## src/ouart_pkg.sv

```systemverilog
// Shared constants and carriers for the octal UART I/O register decode
package ouart_pkg;

  // ----------------------------------------------------------------
  // Geometry
  // ----------------------------------------------------------------
  localparam int NUM_CHAN = 8;
  localparam int ADDR_W = 6;
  localparam logic [5:0] CHAN_STRIDE = 6'h08;

  // ----------------------------------------------------------------
  // Byte offsets inside one channel block
  // ----------------------------------------------------------------
  localparam logic [2:0] OFS_DATA = 3'h0;
  localparam logic [2:0] OFS_IRQ_EN = 3'h1;
  localparam logic [2:0] OFS_IRQ_ST = 3'h2;
  localparam logic [2:0] OFS_LINE_CTL = 3'h3;
  localparam logic [2:0] OFS_MODEM_CTL = 3'h4;
  localparam logic [2:0] OFS_LINE_ST = 3'h5;
  localparam logic [2:0] OFS_MODEM_ST = 3'h6;
  localparam logic [2:0] OFS_SPECIAL = 3'h7;

  // ----------------------------------------------------------------
  // Field positions and reset values
  // ----------------------------------------------------------------
  localparam int DIV_ACCESS_BIT = 7;
  localparam int RX_AVAIL_EN_BIT = 0;
  localparam int DATA_READY_BIT = 0;
  localparam logic [7:0] BYTE_RST = 8'h00;

  // Software controlled settings of one channel
  typedef struct packed {
    logic [7:0] irq_enable;
    logic [7:0] line_control;
    logic [7:0] modem_control;
    logic [7:0] special_function;
    logic [7:0] divisor_low;
    logic [7:0] divisor_high;
    logic [7:0] sample_clock;
  } ouart_cfg_t;

  // Status reported by the serial side of one channel
  typedef struct packed {
    logic [7:0] irq_status;
    logic [7:0] line_state;
    logic [7:0] modem_state;
  } ouart_stat_t;

  localparam ouart_cfg_t CFG_RST = '0;

  // Channel number from a BAR0-relative address
  function automatic logic [2:0] chan_of(input logic [5:0] addr);
    chan_of = addr[5:3];
  endfunction

  // Byte offset inside the channel block
  function automatic logic [2:0] ofs_of(input logic [5:0] addr);
    ofs_of = addr[2:0];
  endfunction

endpackage

```

## src/ouart_chan.sv

```systemverilog
// Register block of one UART channel
`timescale 1ns/10ps
module ouart_chan (
  input wire logic clk_i,
  input wire logic srst_i,
  input wire logic wr_i,
  input wire logic rd_i,
  input wire logic [2:0] ofs_i,
  input wire logic [7:0] wdata_i,
  input wire logic rx_valid_i,
  input wire logic [7:0] rx_data_i,
  input wire ouart_pkg::ouart_stat_t stat_i,
  output ouart_pkg::ouart_cfg_t cfg_o,
  output logic [7:0] rdata_o,
  output logic tx_load_o,
  output logic [7:0] tx_data_o,
  output logic qc_load_o,
  output logic [7:0] qc_data_o,
  output logic rx_irq_o
);

  ouart_pkg::ouart_cfg_t cfg_q;
  logic [7:0] rx_q;
  logic rx_ready_q;
  logic dlab;
  logic [7:0] lstate;

  // Divisor bank switch follows the line control bit directly
  assign dlab = cfg_q.line_control[ouart_pkg::DIV_ACCESS_BIT];

  // ----------------------------------------------------------------
  // Settings writes; read-only offsets swallow writes silently
  // ----------------------------------------------------------------
  always_ff @(posedge clk_i) begin
    if (srst_i) begin
      cfg_q <= ouart_pkg::CFG_RST;
    end else if (wr_i) begin
      case (ofs_i)
        ouart_pkg::OFS_DATA: begin
          if (dlab) begin
            cfg_q.divisor_low <= wdata_i;
          end
        end
        ouart_pkg::OFS_IRQ_EN: begin
          if (dlab) begin
            cfg_q.divisor_high <= wdata_i;
          end else begin
            cfg_q.irq_enable <= wdata_i;
          end
        end
        ouart_pkg::OFS_IRQ_ST: begin
          if (dlab) begin
            cfg_q.sample_clock <= wdata_i;
          end
        end
        ouart_pkg::OFS_LINE_CTL: cfg_q.line_control <= wdata_i;
        ouart_pkg::OFS_MODEM_CTL: cfg_q.modem_control <= wdata_i;
        ouart_pkg::OFS_SPECIAL: cfg_q.special_function <= wdata_i;
        default: begin
        end
      endcase
    end
  end

  // Transmit holding byte, with a one-cycle load pulse
  always_ff @(posedge clk_i) begin
    if (srst_i) begin
      tx_data_o <= ouart_pkg::BYTE_RST;
      tx_load_o <= 1'b0;
    end else begin
      tx_load_o <= wr_i && ofs_i == ouart_pkg::OFS_DATA && !dlab;
      if (wr_i && ofs_i == ouart_pkg::OFS_DATA && !dlab) begin
        tx_data_o <= wdata_i;
      end
    end
  end

  // Queue control write goes out as value plus pulse
  always_ff @(posedge clk_i) begin
    if (srst_i) begin
      qc_data_o <= ouart_pkg::BYTE_RST;
      qc_load_o <= 1'b0;
    end else begin
      qc_load_o <= wr_i && ofs_i == ouart_pkg::OFS_IRQ_ST && !dlab;
      if (wr_i && ofs_i == ouart_pkg::OFS_IRQ_ST && !dlab) begin
        qc_data_o <= wdata_i;
      end
    end
  end

  // Received byte; a new arrival beats the clear by a read
  always_ff @(posedge clk_i) begin
    if (srst_i) begin
      rx_q <= ouart_pkg::BYTE_RST;
      rx_ready_q <= 1'b0;
    end else begin
      if (rx_valid_i) begin
        rx_q <= rx_data_i;
        rx_ready_q <= 1'b1;
      end else if (rd_i && ofs_i == ouart_pkg::OFS_DATA && !dlab) begin
        rx_ready_q <= 1'b0;
      end
    end
  end

  // Data-ready flag merged into the line state for polling hosts
  always_comb begin
    lstate = stat_i.line_state;
    lstate[ouart_pkg::DATA_READY_BIT] = stat_i.line_state[ouart_pkg::DATA_READY_BIT] | rx_ready_q;
  end

  // ----------------------------------------------------------------
  // Read multiplexer, registered by the decoder
  // ----------------------------------------------------------------
  always_comb begin
    unique case (ofs_i)
      ouart_pkg::OFS_DATA: rdata_o = dlab ? cfg_q.divisor_low : rx_q;
      ouart_pkg::OFS_IRQ_EN: rdata_o = dlab ? cfg_q.divisor_high : cfg_q.irq_enable;
      ouart_pkg::OFS_IRQ_ST: rdata_o = dlab ? cfg_q.sample_clock : stat_i.irq_status;
      ouart_pkg::OFS_LINE_CTL: rdata_o = cfg_q.line_control;
      ouart_pkg::OFS_MODEM_CTL: rdata_o = cfg_q.modem_control;
      ouart_pkg::OFS_LINE_ST: rdata_o = lstate;
      ouart_pkg::OFS_MODEM_ST: rdata_o = stat_i.modem_state;
      ouart_pkg::OFS_SPECIAL: rdata_o = cfg_q.special_function;
    endcase
  end

  // Interrupt held off unless receive-available is enabled
  assign rx_irq_o = rx_ready_q & cfg_q.irq_enable[ouart_pkg::RX_AVAIL_EN_BIT];
  assign cfg_o = cfg_q;

endmodule

```

## src/ouart_decode.sv

```systemverilog
// Top-level I/O register decode for eight UART channels
// Operation
// - Each channel owns an eight-byte register block.
// - Channel n block starts at n times 08h.
// - Decode enable, line, modem, status, special offsets.
// - Offset 00h reads rx, writes tx.
// - Offset 02h reads irq status, writes queue control.
// - Divisor-access bit maps divisor and sample-clock registers.
// - Received byte read-only, resets to 00h.
// - Transmit holding byte written, resets to 00h.
// - Receive interrupt blocked while enable bit clear.
// - Enable bit permits interrupt, resets cleared.
`timescale 1ns/10ps
module ouart_decode (
  input wire logic clk_i,
  input wire logic srst_i,
  input wire logic [5:0] io_addr_i,
  input wire logic io_wr_i,
  input wire logic io_rd_i,
  input wire logic [7:0] io_wdata_i,
  output logic [7:0] io_rdata_o,
  output logic io_rd_ack_o,
  input wire logic [7:0] rx_valid_i,
  input wire logic [7:0][7:0] rx_data_i,
  input wire ouart_pkg::ouart_stat_t [7:0] stat_i,
  output ouart_pkg::ouart_cfg_t [7:0] cfg_o,
  output logic [7:0] tx_load_o,
  output logic [7:0][7:0] tx_data_o,
  output logic [7:0] qc_load_o,
  output logic [7:0][7:0] qc_data_o,
  output logic [7:0] rx_irq_o
);

  // ----------------------------------------------------------------
  // Address split
  // ----------------------------------------------------------------
  logic [2:0] sel_ch;
  logic [2:0] sel_ofs;
  logic [7:0] ch_wr;
  logic [7:0] ch_rd;
  logic [7:0][7:0] ch_rdata;
  logic sel_dlab;

  // Upper bits pick the channel, so blocks sit 08h apart
  assign sel_ch = ouart_pkg::chan_of(io_addr_i);
  assign sel_ofs = ouart_pkg::ofs_of(io_addr_i);
  assign sel_dlab = cfg_o[sel_ch].line_control[ouart_pkg::DIV_ACCESS_BIT];

  // One-hot strobes; the whole 64-byte window is mapped, no holes
  always_comb begin
    ch_wr = '0;
    ch_rd = '0;
    ch_wr[sel_ch] = io_wr_i;
    ch_rd[sel_ch] = io_rd_i;
  end

  // ----------------------------------------------------------------
  // Channel register blocks
  // ----------------------------------------------------------------
  for (genvar c = 0; c < ouart_pkg::NUM_CHAN; c++) begin : g_chan
    ouart_chan u_chan (
      .clk_i(clk_i),
      .srst_i(srst_i),
      .wr_i(ch_wr[c]),
      .rd_i(ch_rd[c]),
      .ofs_i(sel_ofs),
      .wdata_i(io_wdata_i),
      .rx_valid_i(rx_valid_i[c]),
      .rx_data_i(rx_data_i[c]),
      .stat_i(stat_i[c]),
      .cfg_o(cfg_o[c]),
      .rdata_o(ch_rdata[c]),
      .tx_load_o(tx_load_o[c]),
      .tx_data_o(tx_data_o[c]),
      .qc_load_o(qc_load_o[c]),
      .qc_data_o(qc_data_o[c]),
      .rx_irq_o(rx_irq_o[c])
    );
  end

  // ----------------------------------------------------------------
  // Read return
  // ----------------------------------------------------------------

  // Registered so the host sees data one cycle after the strobe
  always_ff @(posedge clk_i) begin
    if (srst_i) begin
      io_rdata_o <= ouart_pkg::BYTE_RST;
      io_rd_ack_o <= 1'b0;
    end else begin
      io_rd_ack_o <= io_rd_i;
      if (io_rd_i) begin
        io_rdata_o <= ch_rdata[sel_ch];
      end
    end
  end

  // ----------------------------------------------------------------
  // Checks on the decode
  // ----------------------------------------------------------------
  a_read_ack_time: assert property (@(posedge clk_i) disable iff (srst_i)
    io_rd_i |=> io_rd_ack_o ##1 (io_rd_ack_o == $past(io_rd_i)))
    else $error("read answer not one cycle after strobe");

  a_irq_en_read: assert property (@(posedge clk_i) disable iff (srst_i)
    io_rd_i && !io_wr_i && sel_ofs == ouart_pkg::OFS_IRQ_EN && !sel_dlab
    |=> io_rdata_o == $past(cfg_o[sel_ch].irq_enable))
    else $error("interrupt enable readback wrong");

  a_line_ctl_write: assert property (@(posedge clk_i) disable iff (srst_i)
    io_wr_i && sel_ofs == ouart_pkg::OFS_LINE_CTL
    |=> cfg_o[$past(sel_ch)].line_control == $past(io_wdata_i))
    else $error("line control write lost");

  a_tx_load_path: assert property (@(posedge clk_i) disable iff (srst_i)
    io_wr_i && sel_ofs == ouart_pkg::OFS_DATA && !sel_dlab
    |=> tx_load_o == (8'h01 << $past(sel_ch)) && tx_data_o[$past(sel_ch)] == $past(io_wdata_i))
    else $error("transmit holding not loaded");

  a_tx_held_div: assert property (@(posedge clk_i) disable iff (srst_i)
    io_wr_i && sel_ofs == ouart_pkg::OFS_DATA && sel_dlab
    |=> tx_load_o == 8'h00 && cfg_o[$past(sel_ch)].divisor_low == $past(io_wdata_i))
    else $error("divisor write leaked to transmit");

  a_qc_load_path: assert property (@(posedge clk_i) disable iff (srst_i)
    io_wr_i && sel_ofs == ouart_pkg::OFS_IRQ_ST && !sel_dlab
    |=> qc_load_o[$past(sel_ch)] && qc_data_o[$past(sel_ch)] == $past(io_wdata_i)
      && cfg_o[$past(sel_ch)].sample_clock == $past(cfg_o[sel_ch].sample_clock))
    else $error("queue control write misrouted");

  a_status_read: assert property (@(posedge clk_i) disable iff (srst_i)
    io_rd_i && sel_ofs == ouart_pkg::OFS_IRQ_ST && !sel_dlab
    |=> io_rdata_o == $past(stat_i[sel_ch].irq_status))
    else $error("interrupt status readback wrong");

  a_sample_read: assert property (@(posedge clk_i) disable iff (srst_i)
    io_rd_i && !io_wr_i && sel_ofs == ouart_pkg::OFS_IRQ_ST && sel_dlab
    |=> io_rdata_o == $past(cfg_o[sel_ch].sample_clock))
    else $error("sample clock readback wrong");

  a_rx_read_data: assert property (@(posedge clk_i) disable iff (srst_i)
    io_rd_i && sel_ofs == ouart_pkg::OFS_DATA && !sel_dlab && !rx_valid_i[sel_ch]
    ##1 io_rd_i && io_addr_i == $past(io_addr_i) && !rx_valid_i[sel_ch]
    |=> io_rdata_o == $past(io_rdata_o))
    else $error("received byte changed without arrival");

  a_reset_values: assert property (@(posedge clk_i)
    srst_i |=> tx_data_o == '0 && rx_irq_o == 8'h00 && tx_load_o == 8'h00
      && io_rd_ack_o == 1'b0 && cfg_o == '0)
    else $error("reset values wrong");

  // ----------------------------------------------------------------
  // Checks on the shared, read-only and control offsets, and per-channel checks
  // ----------------------------------------------------------------
  // Bank switch must steer a 01h write to exactly one of its two homes
  a_irq_en_write: assert property (@(posedge clk_i) disable iff (srst_i)
    io_wr_i && sel_ofs == ouart_pkg::OFS_IRQ_EN && !sel_dlab
    |=> cfg_o[$past(sel_ch)].irq_enable == $past(io_wdata_i)
      && cfg_o[$past(sel_ch)].divisor_high == $past(cfg_o[sel_ch].divisor_high))
    else $error("interrupt enable write misrouted");

  a_div_high_write: assert property (@(posedge clk_i) disable iff (srst_i)
    io_wr_i && sel_ofs == ouart_pkg::OFS_IRQ_EN && sel_dlab
    |=> cfg_o[$past(sel_ch)].divisor_high == $past(io_wdata_i)
      && cfg_o[$past(sel_ch)].irq_enable == $past(cfg_o[sel_ch].irq_enable))
    else $error("divisor high write misrouted");

  a_qc_held_div: assert property (@(posedge clk_i) disable iff (srst_i)
    io_wr_i && sel_ofs == ouart_pkg::OFS_IRQ_ST && sel_dlab
    |=> qc_load_o == 8'h00 && cfg_o[$past(sel_ch)].sample_clock == $past(io_wdata_i))
    else $error("sample clock write leaked to queue control");

  a_div_low_read: assert property (@(posedge clk_i) disable iff (srst_i)
    io_rd_i && !io_wr_i && sel_ofs == ouart_pkg::OFS_DATA && sel_dlab
    |=> io_rdata_o == $past(cfg_o[sel_ch].divisor_low))
    else $error("divisor low readback wrong");

  // Status offsets have no storage behind them, so a write must vanish
  a_ro_write_drop: assert property (@(posedge clk_i) disable iff (srst_i)
    io_wr_i && (sel_ofs == ouart_pkg::OFS_LINE_ST || sel_ofs == ouart_pkg::OFS_MODEM_ST)
    |=> cfg_o == $past(cfg_o) && tx_load_o == 8'h00 && qc_load_o == 8'h00)
    else $error("write to status offset took effect");

  a_line_st_read: assert property (@(posedge clk_i) disable iff (srst_i)
    io_rd_i && sel_ofs == ouart_pkg::OFS_LINE_ST
    |=> io_rdata_o[7:1] == $past(stat_i[sel_ch].line_state[7:1]))
    else $error("line state readback wrong");

  a_modem_st_read: assert property (@(posedge clk_i) disable iff (srst_i)
    io_rd_i && sel_ofs == ouart_pkg::OFS_MODEM_ST
    |=> io_rdata_o == $past(stat_i[sel_ch].modem_state))
    else $error("modem state readback wrong");

  a_modem_ctl_read: assert property (@(posedge clk_i) disable iff (srst_i)
    io_rd_i && !io_wr_i && sel_ofs == ouart_pkg::OFS_MODEM_CTL
    |=> io_rdata_o == $past(cfg_o[sel_ch].modem_control))
    else $error("modem control readback wrong");

  a_special_read: assert property (@(posedge clk_i) disable iff (srst_i)
    io_rd_i && !io_wr_i && sel_ofs == ouart_pkg::OFS_SPECIAL
    |=> io_rdata_o == $past(cfg_o[sel_ch].special_function))
    else $error("special function readback wrong");

  a_rx_read_clear: assert property (@(posedge clk_i) disable iff (srst_i)
    io_rd_i && sel_ofs == ouart_pkg::OFS_DATA && !sel_dlab && !rx_valid_i[sel_ch]
    |=> !rx_irq_o[$past(sel_ch)])
    else $error("receive interrupt stayed after read");

  for (genvar k = 0; k < ouart_pkg::NUM_CHAN; k++) begin : g_chk
    a_irq_gate: assert property (@(posedge clk_i) disable iff (srst_i)
      !cfg_o[k].irq_enable[ouart_pkg::RX_AVAIL_EN_BIT] |-> !rx_irq_o[k])
      else $error("receive interrupt raised while disabled");

    a_irq_permit: assert property (@(posedge clk_i) disable iff (srst_i)
      rx_valid_i[k] && cfg_o[k].irq_enable[ouart_pkg::RX_AVAIL_EN_BIT] && !ch_wr[k]
      |=> rx_irq_o[k])
      else $error("enabled receive interrupt missing");

    a_div_retained: assert property (@(posedge clk_i) disable iff (srst_i)
      $fell(cfg_o[k].line_control[ouart_pkg::DIV_ACCESS_BIT])
      |-> $stable(cfg_o[k].divisor_low) && $stable(cfg_o[k].divisor_high)
        && $stable(cfg_o[k].sample_clock))
      else $error("divisor lost when bank closed");

    a_block_isolate: assert property (@(posedge clk_i) disable iff (srst_i)
      io_wr_i && sel_ch != k |=> $stable(cfg_o[k]) && !tx_load_o[k] && !qc_load_o[k])
      else $error("write touched another channel");
  end

endmodule

```

## config.mk

```make
export PLATFORM = sky130hd
export DESIGN_NAME = ouart_decode
export DESIGN_NICKNAME = d
export VERILOG_FILES = /design/src/ouart_pkg.sv /design/src/ouart_chan.sv /design/src/ouart_decode.sv
export SDC_FILE = /design/constraint.sdc
export NUM_CORES = 2
export LEC_CHECK = 0
export BUFFER_PORTS_ARGS = -buffer_cell sky130_fd_sc_hd__buf_2
export CAP_MARGIN = 20
export CORE_MARGIN = 2
export CORE_UTILIZATION = 25
export CTS_CLUSTER_SIZE = 28
export DETAILED_ROUTE_END_ITERATION = 12
export HOLD_SLACK_MARGIN = 0.03
export PLACE_DENSITY = 0.52
export SLEW_MARGIN = 20
export SYNTH_ARGS = -nofsm -noshare
export SYNTH_HDL_FRONTEND = slang
export SYNTH_HIERARCHICAL = 1
export SYNTH_SLANG_ARGS = --single-unit
```

## constraint.sdc

```tcl
create_clock -name clk_i -period 3.25 [get_ports clk_i]
set_input_delay 0 -clock clk_i [delete_from_list [all_inputs] [get_ports clk_i]]
set_output_delay 0 -clock clk_i [all_outputs]
set_load 0.02 [all_outputs]
```

# ---- Yosys cells after proc, flatten, opt, wreduce, memory -nomap -nowiden
# Index checks and enable logic that the tools add are counted.
dict set report op_classes {
  order_cmp 2
  n_eq_ne 7
  muxes 52
  bitwise 26
  n_reduce_logical 122
}
# operator n
set op_table {}
lappend op_table {{$pmux 8 s8} 8}
lappend op_table {{$mux 8} 25}
lappend op_table {{$reduce_and 3->1} 32}
lappend op_table {{$logic_and 1x1->1} 49}
lappend op_table {{$reduce_and 2->1} 24}
lappend op_table {{$bmux 8 s3} 1}
lappend op_table {{$mux 1} 17}
lappend op_table {{$and 8x8->8} 2}
lappend op_table {{$reduce_bool 2->1} 8}
lappend op_table {{$eq 3x3->1 const B} 4}
lappend op_table {{$and 1x1->1} 8}
lappend op_table {{$logic_not 1->1} 8}
lappend op_table {{$not 1->1} 8}
lappend op_table {{$or 1x1->1} 8}
lappend op_table {{$eq 3x2->1 const B} 2}
lappend op_table {{$lt 3x4->1 const B} 1}
lappend op_table {{$demux 1 s3} 1}
lappend op_table {{$eq 3x1->1 const B} 1}
lappend op_table {{$ge 3x1->1 const B} 1}
lappend op_table {{$logic_not 3->1} 1}
dict set report word_totals {
  register_bits 673
  in_bits 282
  out_inout_bits 609
}

# ---- Depth between registers and ports, before layout
dict set report depth {
  ltp_word 9
  mapped_depth 10
  depth_no_buf 8
}

# ---- By module
# Netlist, hierarchy kept.
# mod instances cells_each area_per_inst_um2
set by_module_without_submodules {}
lappend by_module_without_submodules {ouart_chan 8 419 3896.2}
lappend by_module_without_submodules {ouart_decode 1 127 1001.0}

# ---- Worst setup path before layout
# Ideal clock, no wire load.
dict set report synth_timing {
  path_kind {reg-to-reg}
  from {reg g_chan[7].u_chan.cfg_q (netlist bit g_chan[7].u_chan/cfg_o[47])}
  to {reg io_rdata_o[4]}
  setup_time_ns 0.088
  arrival_time_ns 2.026
  t_required_ns 3.162
  setup_slack_ns 1.135
  stages_incl_launch_ff 9
  n_path_buf 3
  synth_period_minus_slack_ns 2.115
  path_cell_list {dfxtp_1 -> buf_2 -> buf_4 -> buf_2 -> mux2i_1 -> a21oi_1 -> mux2i_1 -> mux4_2 -> a311oi_2}
}
# element line
set synth_lines {}
lappend synth_lines {{start: declaration} ouart_chan.sv:22} ;# ouart_pkg::ouart_cfg_t cfg_q;
lappend synth_lines {{start signal: assignment} ouart_chan.sv:36} ;# cfg_q <= ouart_pkg::CFG_RST;
lappend synth_lines {{end signal: assignment} ouart_decode.sv:88} ;# io_rdata_o <= ouart_pkg::BYTE_RST;
lappend synth_lines {{end signal: assignment} ouart_decode.sv:93} ;# io_rdata_o <= ch_rdata[sel_ch];
lappend synth_lines {{end: declaration} ouart_decode.sv:21} ;# output logic [7:0] io_rdata_o,

==> run metrics <==
Post-Syn Area=32,170 sq um; FF-to-FF setup slack=0.11 ns; nets@finish=4,721; layout cell share with drive strength beyond 1=27.07%; DRT Wirelength=160.5 mm; worst path required time=3.84 ns; top cell type's share of synthesized area=41.88%; period utilisation layout=96.56%; Non-Filler Instances=6,178; Placed Cells=5,838; commonest non-fill, non-tap cell in the layout=buf_2; Multi-input gate area=16,670 sq um; clock latency on the worst-skew pair=0.70 ns; most frequent cells in the layout=buf_2, mux2i_1, dfxtp_1; PD cells=476.1 nW/um^2; largest net degree at the start of global routing=80; clk slew on worst S/H paths=0.06 ns; H-tree depth=3; drt pass-1 iters=7; synthesized area per cell=9.247 sq um; Slew HR=41.39%; element type at the critical path end=register; final setup fails=0; Worst VDD drop=0.4604 mV; Startpoint Class=register; CTS tree=yes; Distinct cells, synth=48; Post-Synth Adder-Cell Area=0%; die width=362.7 um; total CTS buffers=84; total number of vias=30,540; Final Hold Fails=0; XOR/XNOR share of the synthesized area=0%; port bufs=890; area leader, netlist=dfxtp_1; Worst EP arrival=3.73 ns; synthesized flop and latch total=673; vias per inst=4.943; # clock sinks=673; top cells by area, synth=dfxtp_1, mux2i_1, nor2_1; Slew @ Worst Pin=0.8752 ns; CP max stage cell=dfxtp_2; worst r2r src=g_chan[4].u_chan/cfg_o[47]; net count after synthesis=3,761; minimum clock period=3.138 ns; final slew viol count=0; EDFF count, synth=0; FFs w/ async S/R, synth=0%; Seq/Total Area, Yosys=41.88%; IO Pins=891; first-pass GRT wire length=221.3 mm; Crit Reg-Reg Endpoint=io_rdata_o[2]; total grt overflow=0; DRT antenna net count=0; layout overhead on the synthesized area=32.51%; simple-gate share of the synthesized area=17.72%; Top FF cell, synth=dfxtp_1; Worst Reg-to-Reg Cells=9; Max Clock Skew=0.03994 ns; end of the critical path=io_rdata_o[2]; Die H=362.7 um; critical path class=reg2reg; complex-gate fraction of the synthesized area=10.06%; post-CTS setup buffers=0; Starting Density=25.20%; gr usage total=23.23%; Critical Path Fanout Max=21; Residual DRC=0; status=finished clean; FILL cells=13,470; via count of the first global-routing pass=29,345; instance count on the critical path=9; Fin Setup TNS=0 ns; crit-path cells=buf_12 -> mux2i_1 -> nand2_1 -> a221oi_1 -> a21oi_1 -> a221oi_1 -> a21o_1 -> a311oi_1 -> dlygate4sd3_1; Most common cell on crit path=a221oi_1; slowest stage delay, CP=0.60 ns; Min-Delay Path Class=in2reg; RD Place Congestion=0.9049; CP top delay family=compound AO/OA/AOI/OAI gates; Post-DP HPWL=119.1 mm; clk root buf=clkbuf_16; Routed WL per cell=25.97 um; post-synthesis mux area share=23.98%; Setup crit start=g_chan[4].u_chan/cfg_o[47]; CTS Buffer Depth=3; RSZ-0062 raised after global routing=no; Fmax achieved=318.6 MHz; Leak=18.88 nW; combinational family with the most area after synthesis=multiplexers; Std-Cell Rows=131; core area=127,700 sq um; WP buf/inv=2; Maximum Capacitance Violations=0; Reg area=13,490 sq um; full die area=131,600 sq um; Mapped Cells=3,479; antenna violations before repair=19; Yosys warnings=6; 1st-iter DRT viols=2,465
-- what timing repair did --
action | in CTS | in global routing
endpoints found under the setup margin | 0 | 1
hold endpoints to repair | 433 | 0
resized for setup | 0 | 2
hold buffers | 177 | 0
-- cells in the mapped netlist, drive strengths merged, types with 8 or more instances --
cell type    n
mux2i      763
dfxtp      673
nor2       529
nand2      423
a21oi      268
buf        227
nand3       89
clkbuf      82
o22ai       56
o2bb2ai     56
a221oi      52
nor2b       28
nor3b       25
nand3b      24
nand2b      22
a211oi      19
and2b       16
o32ai       16
or3b        16
nor3        13
and2         8
and3b        8
and4b        8
inv          8
nand4        8
o21ai        8
-- report_power, final --
group | internal, mW | switching, mW
Combinational | 0.772 | 1.32
Sequential | 8.33 | 0.0825
Clock | 5.76 | 4.03
-- how the worst min path moves through the flow --
stage	start	to	cells after the start
final	io_addr_i[4]	io_rdata_o[4]	5
after floorplan	rx_data_i[0]	g_chan[0].u_chan/rx_q[0]	2
after detailed placement	rx_data_i[37]	g_chan[4].u_chan/rx_q[5]	3
after CTS	io_addr_i[4]	io_rdata_o[4]	4
after global routing	io_addr_i[4]	io_rdata_o[4]	4
after global placement	rx_data_i[59]	g_chan[7].u_chan/rx_q[3]	3
-- state kept, by name (all words and copies together), names as in the netlist --
| signal | count |
|---|---|
| io_rd_ack_o | 1 |
| g_chan.u_chan/qc_data_o | 64 |
| g_chan.u_chan/cfg_o | 448 |
| g_chan.u_chan/qc_load_o | 8 |
| g_chan.u_chan/rx_ready_q | 8 |
| g_chan.u_chan/tx_load_o | 8 |
| g_chan.u_chan/rx_q | 64 |
| io_rdata_o | 8 |
| g_chan.u_chan/tx_data_o | 64 |
-- worst register-to-register path, cell delays in order, from the launching register on --
cell	delay (ns)
dfxtp_2	0.60
buf_12	0.25
mux2i_1	0.22
nand2_1	0.07
a221oi_1	0.33
a21oi_1	0.18
a221oi_1	0.56
a21o_1	0.19
a311oi_1	0.09
dlygate4sd3_1	0.56
-- layer usage --
layer  global-route usage (%)  routed length [um]  up-vias
met2                    38.89               75830     1258
met1                    28.69               66720    14955
met5                        0                 115        -
li1                         -                   -    14089
met4                    7.851                4904       16
met3                    6.225               12890      222
-- metrics by stage --
stage               total power [mW]  setup slack [ns]  cell area, sq um  util, %  hold WS (ns)
global placement               10.47            0.3593             38000    29.76        0.2334
finish                         20.30            0.1117             42630    33.39       0.09514
CTS                            20.56           0.09833             42600    33.37       0.04175
detailed placement             10.47            0.3768             38000    29.76        0.2410
global route                   20.98           0.02141             42620    33.38       0.09981
floorplan                      9.574             1.135             32170        -        0.1471
-- layout make-up --
type / count / area share, %
antenna: 9 / 0.05283
clock buffer: 116 / 5.641
clock inverter: 38 / 1.010
tap: 1662 / 4.878
inverter: 8 / 0.07044
multi-input combinational: 2489 / 39.10
timing repair buffer: 1183 / 17.61
sequential: 673 / 31.64
-- logic make-up (layout without fill, tap and decap cells) --
family	after synthesis	in the layout
buf+inv	317	1345
other cells	0	9
mux	769	769
simple gates	1219	1219
flops	673	673
compound gates	501	501
No activity file was read; power rests on OpenSTA's default activity.
